$ cat config.mk
export PLATFORM = sky130hd
export DESIGN_NAME = dlat_core
export DESIGN_NICKNAME = d
export VERILOG_FILES = /design/src/rtl/dlat_pkg.sv /design/src/rtl/dlat_alert_pulse.sv /design/src/rtl/dlat_core.sv
export SDC_FILE = /design/constraint.sdc
export NUM_CORES = 1
export LEC_CHECK = 0
export CAP_MARGIN = 20
export CORE_ASPECT_RATIO = 1.75
export CORE_MARGIN = 3
export CORE_UTILIZATION = 45
export CTS_CLUSTER_SIZE = 14
export DETAILED_ROUTE_END_ITERATION = 12
export DONT_BUFFER_PORTS = 1
export PLACE_DENSITY = 0.69
export SYNTH_ARGS = -nofsm -noshare
export SYNTH_HDL_FRONTEND = slang
export SYNTH_SLANG_ARGS = --single-unit
$ cat constraint.sdc
create_clock -name clk_sys -period 2.9 [get_ports clk_sys]
set_input_delay 0.29 -clock clk_sys [delete_from_list [all_inputs] [get_ports clk_sys]]
set_output_delay 0.29 -clock clk_sys [all_outputs]
set_load 0.02 [all_outputs]
$ cat src/rtl/dlat_pkg.sv
// Package for the low-power and alert timing block of a DDR4 device.
// Assumes a single 125 MHz system clock; all counts are in those cycles.
`default_nettype none
package dlat_pkg;
   localparam int CLK_PERIOD_NS = 8;

   // Command path disable delay after clock enable is registered low.
   localparam logic [2:0] CPDED_CYC = 3'h4;

   // Parity latency and the alert timing around a parity error.
   localparam int PL_CYC = 5;
   localparam int PAR_ALERT_ON_NS = 6;
   localparam int PAR_ALERT_DLY_RAW = PAR_ALERT_ON_NS / CLK_PERIOD_NS;
   localparam int PAR_ALERT_DLY_CYC =
      (PAR_ALERT_DLY_RAW < 1) ? 1 : PAR_ALERT_DLY_RAW;
   localparam int PAR_ALERT_PW_MIN = 80;
   localparam int PAR_ALERT_PW_MAX = 160;
   localparam int PAR_ALERT_PW_CYC = 120;

   // CRC alert latency window in ns and its pulse width in cycles.
   localparam int CRC_ALERT_MIN_NS = 3;
   localparam int CRC_ALERT_MAX_NS = 13;
   localparam int CRC_ALERT_DLY_MIN =
      (CRC_ALERT_MIN_NS + CLK_PERIOD_NS - 1) / CLK_PERIOD_NS;
   localparam int CRC_ALERT_DLY_RAW = CRC_ALERT_MAX_NS / CLK_PERIOD_NS;
   localparam int CRC_ALERT_DLY_CYC =
      (CRC_ALERT_DLY_RAW < 1) ? 1 : CRC_ALERT_DLY_RAW;
   localparam int CRC_ALERT_PW_MIN = 6;
   localparam int CRC_ALERT_PW_MAX = 10;
   localparam int CRC_ALERT_PW_CYC = 8;

   // Internal write start offsets after write latency.
   localparam logic [5:0] WR_START_BL8 = 6'h04;
   localparam logic [5:0] WR_START_BC4 = 6'h02;
   localparam int WR_PIPE_W = 40;

   // Time an activate, precharge or refresh keeps the array busy.
   localparam logic [3:0] OP_BUSY_CYC = 4'h8;

   // Register byte offsets.
   localparam logic [3:0] REG_CTRL = 4'h0;
   localparam logic [3:0] REG_STATUS = 4'h4;
   localparam logic [3:0] REG_ERRCNT = 4'h8;

   // Control register fields and reset values.
   localparam int CTRL_PAR_EN = 0;
   localparam int CTRL_BC4_MRS = 1;
   localparam int CTRL_WL_LSB = 8;
   localparam logic [4:0] WL_RESET = 5'h09;

   // Status register fields.
   localparam int ST_CKE = 0;
   localparam int ST_PATH_EN = 1;
   localparam int ST_ALERT = 2;
   localparam int ST_BUSY = 3;
   localparam int ST_PAR_SEEN = 4;
   localparam int ST_CRC_SEEN = 5;

   localparam logic [1:0] RESP_OKAY = 2'h0;
   localparam logic [1:0] RESP_SLVERR = 2'h2;

   typedef enum logic [3:0] {
      CMD_DES = 4'h0,
      CMD_ACT = 4'h1,
      CMD_PRE = 4'h2,
      CMD_PREA = 4'h3,
      CMD_REF = 4'h4,
      CMD_RD = 4'h5,
      CMD_RDA = 4'h6,
      CMD_WR = 4'h7,
      CMD_WRA = 4'h8,
      CMD_MRS = 4'h9
   } dlat_cmd_t;
endpackage
`default_nettype wire

$ cat src/rtl/dlat_alert_pulse.sv
// Alert pulse generator: a trigger yields one pulse of fixed width after
// a fixed delay. Assumes the trigger is a one-cycle pulse on clk_sys.
`default_nettype none
module dlat_alert_pulse
   import dlat_pkg::*;
#(
   parameter int DLY = 1,
   parameter int WIDTH = 8,
   parameter int PW_MIN = 6,
   parameter int PW_MAX = 10
)
(
   input wire logic clk_sys,
   input wire logic rstn,
   input wire logic trig,
   output logic active
);
   localparam logic [8:0] LOAD = 9'(WIDTH + DLY - 1);
   localparam logic [8:0] TOP = 9'(WIDTH);
   logic [8:0] cnt;
   logic [8:0] next_cnt;
   logic [8:0] run_len;

   // A trigger inside a running pulse is absorbed into that pulse.
   always_comb
   begin
      next_cnt = cnt;
      if (cnt != 9'h000)
      begin
         next_cnt = cnt - 9'h001;
      end
      else if (trig)
      begin
         next_cnt = LOAD;
      end
   end

   always_ff @(posedge clk_sys or negedge rstn)
   begin
      if (!rstn)
      begin
         cnt <= 9'h000;
         active <= 1'b0;
      end
      else
      begin
         cnt <= next_cnt;
         active <= (next_cnt != 9'h000) && (next_cnt <= TOP);
      end
   end

   always_ff @(posedge clk_sys or negedge rstn)
   begin
      if (!rstn)
      begin
         run_len <= 9'h000;
      end
      else if (active)
      begin
         run_len <= run_len + 9'h001;
      end
      else
      begin
         run_len <= 9'h000;
      end
   end

   property p_pulse_width;
      @(posedge clk_sys) disable iff (!rstn)
      $fell(active) |-> (run_len >= 9'(PW_MIN)) && (run_len <= 9'(PW_MAX));
   endproperty
   a_pulse_width: assert property (p_pulse_width)
      else $error("Alert pulse width out of range.");
endmodule
`default_nettype wire

$ cat src/rtl/dlat_core.sv
// Device-side command timing, power-down path control and alert logic.
// Assumes an AXI4-Lite master on clk_sys and command inputs already
// decoded and synchronous to clk_sys.
//
// Chosen here: the address map and the AXI4-Lite register port.
`default_nettype none
module dlat_core
   import dlat_pkg::*;
(
   input wire logic clk_sys,
   input wire logic rstn,
   input wire logic [3:0] s_axi_awaddr,
   input wire logic s_axi_awvalid,
   output logic s_axi_awready,
   input wire logic [31:0] s_axi_wdata,
   input wire logic [3:0] s_axi_wstrb,
   input wire logic s_axi_wvalid,
   output logic s_axi_wready,
   output logic [1:0] s_axi_bresp,
   output logic s_axi_bvalid,
   input wire logic s_axi_bready,
   input wire logic [3:0] s_axi_araddr,
   input wire logic s_axi_arvalid,
   output logic s_axi_arready,
   output logic [31:0] s_axi_rdata,
   output logic [1:0] s_axi_rresp,
   output logic s_axi_rvalid,
   input wire logic s_axi_rready,
   input wire logic cke,
   input wire logic cmd_valid,
   input wire logic [3:0] cmd_code,
   input wire logic par_err,
   input wire logic crc_err,
   output logic alert_n,
   output logic cmd_path_en,
   output logic cmd_exec,
   output logic [3:0] cmd_exec_code,
   output logic wr_start,
   output logic op_busy
);
   logic cke_q;
   logic [2:0] lo_cnt;
   logic par_en;
   logic bc4_mrs;
   logic [4:0] wl;
   logic par_seen;
   logic crc_seen;
   logic [15:0] par_cnt;
   logic [15:0] crc_cnt;
   logic [3:0] aw_addr;
   logic aw_hold;
   logic [31:0] w_data;
   logic [3:0] w_strb;
   logic w_hold;
   logic wr_go;
   logic [31:0] ctrl_word;
   logic [31:0] status_word;
   logic par_hit;
   logic crc_hit;
   logic par_alert;
   logic crc_alert;
   logic in_ok;
   logic [2:0] blk_cnt;
   logic stg_v [PL_CYC];
   logic [3:0] stg_c [PL_CYC];
   logic dir_v;
   logic [3:0] dir_c;
   logic exec_wr;
   logic [5:0] wr_dly;
   logic [WR_PIPE_W-1:0] wr_pipe;
   logic [3:0] op_cnt;
   logic [5:0] chk_cnt;

   assign in_ok = cmd_valid && cmd_path_en && (cmd_code != CMD_DES);
   assign par_hit = par_en && par_err;
   assign crc_hit = crc_err;

   // Clock enable is taken as registered on the edge it is sampled.
   always_ff @(posedge clk_sys or negedge rstn)
   begin
      if (!rstn)
      begin
         cke_q <= 1'b0;
         lo_cnt <= CPDED_CYC;
      end
      else
      begin
         cke_q <= cke;
         if (cke_q)
         begin
            lo_cnt <= 3'h0;
         end
         else if (lo_cnt != CPDED_CYC)
         begin
            lo_cnt <= lo_cnt + 3'h1;
         end
      end
   end

   assign cmd_path_en = (lo_cnt != CPDED_CYC);

   // Commands wait out the parity latency so an errant one can be caught
   // together with its neighbours before anything reaches the array.
   always_ff @(posedge clk_sys or negedge rstn)
   begin
      if (!rstn)
      begin
         blk_cnt <= 3'h0;
      end
      else if (par_hit)
      begin
         blk_cnt <= 3'(PL_CYC);
      end
      else if (blk_cnt != 3'h0)
      begin
         blk_cnt <= blk_cnt - 3'h1;
      end
   end

   always_ff @(posedge clk_sys or negedge rstn)
   begin
      if (!rstn)
      begin
         stg_v[0] <= 1'b0;
         stg_c[0] <= CMD_DES;
      end
      else
      begin
         stg_v[0] <= par_en && in_ok && !par_hit && (blk_cnt == 3'h0);
         stg_c[0] <= cmd_code;
      end
   end

   genvar gi;
   generate
      for (gi = 1; gi < PL_CYC; gi++)
      begin : g_stage
         always_ff @(posedge clk_sys or negedge rstn)
         begin
            if (!rstn)
            begin
               stg_v[gi] <= 1'b0;
               stg_c[gi] <= CMD_DES;
            end
            else
            begin
               stg_v[gi] <= stg_v[gi-1] && !par_hit;
               stg_c[gi] <= stg_c[gi-1];
            end
         end
      end
   endgenerate

   always_ff @(posedge clk_sys or negedge rstn)
   begin
      if (!rstn)
      begin
         dir_v <= 1'b0;
         dir_c <= CMD_DES;
      end
      else
      begin
         dir_v <= !par_en && in_ok;
         dir_c <= cmd_code;
      end
   end

   assign cmd_exec = par_en ? stg_v[PL_CYC-1] : dir_v;
   assign cmd_exec_code = par_en ? stg_c[PL_CYC-1] : dir_c;
   assign exec_wr = cmd_exec &&
      ((cmd_exec_code == CMD_WR) || (cmd_exec_code == CMD_WRA));
   assign wr_dly = 6'(wl) + (bc4_mrs ? WR_START_BC4 : WR_START_BL8);

   // One-hot delay line lets back-to-back writes each keep their own start.
   always_ff @(posedge clk_sys or negedge rstn)
   begin
      if (!rstn)
      begin
         wr_pipe <= '0;
      end
      else
      begin
         wr_pipe <= (wr_pipe >> 1) |
            ({{(WR_PIPE_W-1){1'b0}}, exec_wr} << (wr_dly - 6'h01));
      end
   end

   assign wr_start = wr_pipe[0];

   // Array operations run to their end whatever clock enable does.
   always_ff @(posedge clk_sys or negedge rstn)
   begin
      if (!rstn)
      begin
         op_cnt <= 4'h0;
      end
      else if (cmd_exec && (cmd_exec_code inside {CMD_ACT, CMD_PRE, CMD_PREA,
         CMD_REF, CMD_RDA, CMD_WRA}))
      begin
         op_cnt <= OP_BUSY_CYC;
      end
      else if (op_cnt != 4'h0)
      begin
         op_cnt <= op_cnt - 4'h1;
      end
   end

   assign op_busy = (op_cnt != 4'h0);

   dlat_alert_pulse #(
      .DLY(PAR_ALERT_DLY_CYC),
      .WIDTH(PAR_ALERT_PW_CYC),
      .PW_MIN(PAR_ALERT_PW_MIN),
      .PW_MAX(PAR_ALERT_PW_MAX)
   ) u_par_alert (
      .clk_sys(clk_sys),
      .rstn(rstn),
      .trig(par_hit),
      .active(par_alert)
   );

   dlat_alert_pulse #(
      .DLY(CRC_ALERT_DLY_CYC),
      .WIDTH(CRC_ALERT_PW_CYC),
      .PW_MIN(CRC_ALERT_PW_MIN),
      .PW_MAX(CRC_ALERT_PW_MAX)
   ) u_crc_alert (
      .clk_sys(clk_sys),
      .rstn(rstn),
      .trig(crc_hit),
      .active(crc_alert)
   );

   assign alert_n = !(par_alert || crc_alert);

   // Register bus: address and data may arrive in either order.
   assign s_axi_awready = !aw_hold && !s_axi_bvalid;
   assign s_axi_wready = !w_hold && !s_axi_bvalid;
   assign wr_go = aw_hold && w_hold && !s_axi_bvalid;

   always_ff @(posedge clk_sys or negedge rstn)
   begin
      if (!rstn)
      begin
         aw_hold <= 1'b0;
         aw_addr <= 4'h0;
         w_hold <= 1'b0;
         w_data <= 32'h0000_0000;
         w_strb <= 4'h0;
         s_axi_bvalid <= 1'b0;
         s_axi_bresp <= RESP_OKAY;
      end
      else
      begin
         if (s_axi_awvalid && s_axi_awready)
         begin
            aw_hold <= 1'b1;
            aw_addr <= s_axi_awaddr;
         end
         if (s_axi_wvalid && s_axi_wready)
         begin
            w_hold <= 1'b1;
            w_data <= s_axi_wdata;
            w_strb <= s_axi_wstrb;
         end
         if (wr_go)
         begin
            aw_hold <= 1'b0;
            w_hold <= 1'b0;
            s_axi_bvalid <= 1'b1;
            s_axi_bresp <= (aw_addr == REG_CTRL || aw_addr == REG_STATUS ||
               aw_addr == REG_ERRCNT) ? RESP_OKAY : RESP_SLVERR;
         end
         else if (s_axi_bvalid && s_axi_bready)
         begin
            s_axi_bvalid <= 1'b0;
         end
      end
   end

   always_ff @(posedge clk_sys or negedge rstn)
   begin
      if (!rstn)
      begin
         par_en <= 1'b0;
         bc4_mrs <= 1'b0;
         wl <= WL_RESET;
      end
      else if (wr_go && aw_addr == REG_CTRL)
      begin
         if (w_strb[0])
         begin
            par_en <= w_data[CTRL_PAR_EN];
            bc4_mrs <= w_data[CTRL_BC4_MRS];
         end
         if (w_strb[1])
         begin
            wl <= w_data[CTRL_WL_LSB +: 5];
         end
      end
   end

   // Sticky error flags: a new error in the clearing cycle is kept.
   always_ff @(posedge clk_sys or negedge rstn)
   begin
      if (!rstn)
      begin
         par_seen <= 1'b0;
         crc_seen <= 1'b0;
      end
      else
      begin
         par_seen <= par_hit || (par_seen && !(wr_go &&
            aw_addr == REG_STATUS && w_strb[0] && w_data[ST_PAR_SEEN]));
         crc_seen <= crc_hit || (crc_seen && !(wr_go &&
            aw_addr == REG_STATUS && w_strb[0] && w_data[ST_CRC_SEEN]));
      end
   end

   always_ff @(posedge clk_sys or negedge rstn)
   begin
      if (!rstn)
      begin
         par_cnt <= 16'h0000;
         crc_cnt <= 16'h0000;
      end
      else
      begin
         par_cnt <= par_cnt + {15'h0000, par_hit};
         crc_cnt <= crc_cnt + {15'h0000, crc_hit};
      end
   end

   assign ctrl_word = {19'h00000, wl, 6'h00, bc4_mrs, par_en};
   assign status_word = {26'h0000000, crc_seen, par_seen, op_busy,
      !alert_n, cmd_path_en, cke_q};
   assign s_axi_arready = !s_axi_rvalid;

   always_ff @(posedge clk_sys or negedge rstn)
   begin
      if (!rstn)
      begin
         s_axi_rvalid <= 1'b0;
         s_axi_rdata <= 32'h0000_0000;
         s_axi_rresp <= RESP_OKAY;
      end
      else if (s_axi_arvalid && s_axi_arready)
      begin
         s_axi_rvalid <= 1'b1;
         s_axi_rresp <= RESP_OKAY;
         case (s_axi_araddr)
            REG_CTRL: s_axi_rdata <= ctrl_word;
            REG_STATUS: s_axi_rdata <= status_word;
            REG_ERRCNT: s_axi_rdata <= {crc_cnt, par_cnt};
            default:
            begin
               s_axi_rdata <= 32'h0000_0000;
               s_axi_rresp <= RESP_SLVERR;
            end
         endcase
      end
      else if (s_axi_rvalid && s_axi_rready)
      begin
         s_axi_rvalid <= 1'b0;
      end
   end

   // Helper that follows the oldest write so its start can be checked.
   always_ff @(posedge clk_sys or negedge rstn)
   begin
      if (!rstn)
      begin
         chk_cnt <= 6'h00;
      end
      else if (chk_cnt != 6'h00)
      begin
         chk_cnt <= chk_cnt - 6'h01;
      end
      else if (exec_wr)
      begin
         chk_cnt <= wr_dly;
      end
   end

   property p_path_off;
      @(posedge clk_sys) disable iff (!rstn)
      $fell(cke_q) |-> cmd_path_en [*4] ##1 (!cmd_path_en || cke_q);
   endproperty
   a_path_off: assert property (p_path_off)
      else $error("Command path not disabled four cycles after cke low.");

   property p_par_flush;
      @(posedge clk_sys) disable iff (!rstn)
      par_hit |-> ##1 (!cmd_exec || !par_en) [*5];
   endproperty
   a_par_flush: assert property (p_par_flush)
      else $error("Command executed inside the parity window.");

   property p_par_latency;
      @(posedge clk_sys) disable iff (!rstn)
      (par_en && cmd_exec) |-> $past(cmd_valid, 5);
   endproperty
   a_par_latency: assert property (p_par_latency)
      else $error("Command executed without parity latency.");

   property p_par_alert_on;
      @(posedge clk_sys) disable iff (!rstn)
      par_hit |-> ##1 !alert_n;
   endproperty
   a_par_alert_on: assert property (p_par_alert_on)
      else $error("Alert late after parity error.");

   property p_crc_alert_on;
      @(posedge clk_sys) disable iff (!rstn)
      crc_hit |-> ##1 !alert_n;
   endproperty
   a_crc_alert_on: assert property (p_crc_alert_on)
      else $error("Alert late after CRC error.");

   property p_wr_start;
      @(posedge clk_sys) disable iff (!rstn)
      (chk_cnt == 6'h01) |-> wr_start;
   endproperty
   a_wr_start: assert property (p_wr_start)
      else $error("Internal write did not start on time.");

   property p_op_finish;
      @(posedge clk_sys) disable iff (!rstn)
      (!cke_q && op_cnt > 4'h1 && !cmd_exec) |=>
         op_cnt == $past(op_cnt) - 4'h1;
   endproperty
   a_op_finish: assert property (p_op_finish)
      else $error("Array operation stalled while cke low.");
endmodule
`default_nettype wire

==> out/qor.yml <==
drv_slew: 0
setup_viol: 0
synth_seq_area_share_pct: 60.1
cap_violations: 0
crit_path_start_kind: "flop"
nets: 804
grt_start_max_net_pins: 192
synthSimpleGateAreaFrac_pct: 14.0
power_density_nw_per_um2: 972
drtIter0Drc: 353
ir_drop_mv: 0.662
clockBufferDepth: 2
worstSetupEndpointType: "flop"
die_y_um: 182
h-tree-depth: 4
worstPathMaxFanout: 4
clock-root-buffer: "clkbuf_16"
hold_violations: 191
die_area_um2: 19400
hold_class: "in -> async"
worstPathRequired_ps: 3270
synth_cell_types: 56
r2r_slack_ps: 220
fin_skew_ps: 11.1
cts_tree: "built"
synthAdderAreaFrac_pct: 3.40
cts.clk_slew.worst_paths_ps: 70
num_vias: 5154
placed_area_um2: 8230
synth_ff_type: "dfrtp_1"
grt_pass1_vias: 5442
synth_compound_area_share_pct: 10.4
async_reset_ff_share_pct: 100
rr_worst_depth: 12
rr_endpoint: "wr_pipe[13]$_DFF_PN0_"
synth_edf_count: 0
detail_route.vias_per_cell: 5.35
holdWs_ps: -441
clk_latency_ps: 430
fin_area_um2: 9060
wl_per_cell_um: 16.6
period_share_pct: 92.3
rsz0062_at_grt: "false"
hpwl_um: 11300
grt-ovfl-total: 0
finalWirelength_um: 16000
ant_nets: 0
gp_congestion: 0.841
antenna_found_initial: 0
synthCells: 688
avgSynthCellArea_um2: 11.6
track_usage_pct: 17.3
num_antenna_cells: 0
status: "finished, violations left"
num_rows: 63
yosys-mux-area-fraction_pct: 5.08
io_buffer_count: 0
seqCellArea_um2: 4780
synth_top_family_by_area: "simple AND/OR/NAND/NOR gates"
max_freq_mhz: 374
fin_crit_ps: 2680
reg2reg_from: "wl[1]$_DFFE_PN0P_"
coreArea_um2: 17200
route.detailed.drc: 0
cts_hold_buffers: 25
yosys.area_share.xor_xnor_pct: 4.29
max_slew_margin_pct: 38.4
cp_data_arrival_time_ps: 3050
io_pins: 109
worst-setup-path-type: "reg -> reg"
yosys_warnings: 0
clkSinkCount: 191
ys_seq_elements: 191
initial_utilization_pct: 46.3
syn-cell-area_um2: 7950
drive_above_1_share_pct: 11.0
leakagePower_nw: 4.25
synthToLayoutAreaGrowth_pct: 13.9
failed_checks: "hold timing"
die_w_um: 107
tns_ps: 0
grt_pass1_wl_um: 26700
cts_buffers: 17
fill_cells: 1511
fin_util_pct: 52.7
first_pass_iters: 4
multiInputGateArea_um2: 2970
worst_slew_pin_slew_ps: 924
==> state kept, by name, indices dropped and copies added (netlist names), 2 cells and up <==
signal / cells
crc_cnt: 16
u_par_alert.cnt: 9
blk_cnt: 3
aw_addr: 4
w_strb: 2
u_crc_alert.cnt: 9
op_cnt: 4
lo_cnt: 3
dir_c: 4
par_cnt: 16
s_axi_rdata: 32
wl: 5
wr_pipe: 40
w_data: 9
stg_v: 5
stg_c: 16
==> metal layers <==
layer / track usage [%] / routed length, um
met5: 0 / 0
met4: 6.61 / 368
met3: 4.23 / 647
met2: 30.9 / 8430
met1: 20.0 / 6570
==> where the power goes <==
part           internal, mW  total, mW  switching [mW]
Clock                  1.21       2.29            1.08
Sequential             3.30       3.87           0.573
Combinational          1.13       2.64            1.51
==> timing repair <==
action,CTS,global route
buffers inserted,0,0
endpoints found under the hold margin,216,191
gates resized for setup,0,0
==> critical path: stages (launching register included) <==
cell and delay (ps):
dfrtp_1 420, inv_1 70, ha_1 270, inv_1 40
ha_1 180, inv_1 70, fa_1 240, nor2b_1 70
o21a_1 170, o21ai_0 350, nand3_2 170, nor3_1 390
a21o_1 180
==> cells in the mapped netlist (all sizes together), types with 14 or more instances <==
cell type,number,area [um^2]
nand3,22,115
clkbuf,14,52.6
nand2,85,319
xnor2,27,236
o21ai,42,210
dfrtp,188,4700
o21bai,21,158
ha,20,250
nor2,32,120
a21o,20,150
mux2,24,274
inv,33,124
==> stage by stage <==
step	instances	worst slack, ps	hold slack, ps	total power [mW]
global route	964	22.5	-467	9.34
CTS	964	252	-465	8.88
finish	964	223	-441	8.81
detailed placement	907	279	0.737	6.51
floorplan	689	545	-5.59	5.72
global placement	907	334	1.20	6.35
==> kinds of logic (layout without fill, tap and decap cells) <==
family | after synthesis | count (layout)
muxes | 37 | 37
buffers and inverters | 52 | 100
xor gates and xnor gates | 39 | 39
AOI/OAI and AO/OA | 124 | 124
other | 1 | 2
DFF | 191 | 191
adders and majority gates | 21 | 21
and+or+nand+nor | 223 | 223
==> layout make-up <==
type	count	area share, %
Sequential cell	191	52.8
Multi-Input combinational cell	446	32.7
Clock buffer	17	4.70
Timing Repair Buffer	35	3.59
Tap cell	227	3.13
Clock inverter	15	1.68
Inverter	33	1.37
==> worst max-delay path by stage <==
stage | start | to | slack [ps] | depth (start not counted)
global placement | wl[1]$_DFFE_PN0P_ | wr_pipe[9]$_DFF_PN0_ | 330 | 12
detailed placement | wl[1]$_DFFE_PN0P_ | wr_pipe[27]$_DFF_PN0_ | 280 | 12
floorplan | bc4_mrs$_DFFE_PN0P_ | wr_pipe[10]$_DFF_PN0_ | 550 | 12
global route | wl[1]$_DFFE_PN0P_ | wr_pipe[9]$_DFF_PN0_ | 20 | 12
finish | wl[1]$_DFFE_PN0P_ | wr_pipe[13]$_DFF_PN0_ | 220 | 12
CTS | wl[1]$_DFFE_PN0P_ | wr_pipe[13]$_DFF_PN0_ | 250 | 12
==> cells in the final DEF, fill, tap and decap left out, types with 6 or more instances in the layout <==
cell	netlist	routed
nor2_1	32	32
ha_1	20	20
o21ai_0	42	42
o31ai_1	9	9
nor3_1	8	8
inv_1	33	33
and2_1	8	8
nand2b_1	6	6
o21bai_1	21	21
dlygate4sd3_1	0	25
buf_4	2	10
mux2i_1	13	13
nand2_1	85	84
nand3_1	21	21
nor4_1	8	8
mux2_2	23	23
and3_1	11	11
a211oi_1	6	6
a21o_1	20	20
a21oi_1	11	11
xnor2_1	27	27
xor2_1	12	12
nor2b_1	6	6
clkbuf_16	0	17
dfrtp_1	188	188
nand4_1	9	9
Note: power is estimated with default switching activity, not from simulation.
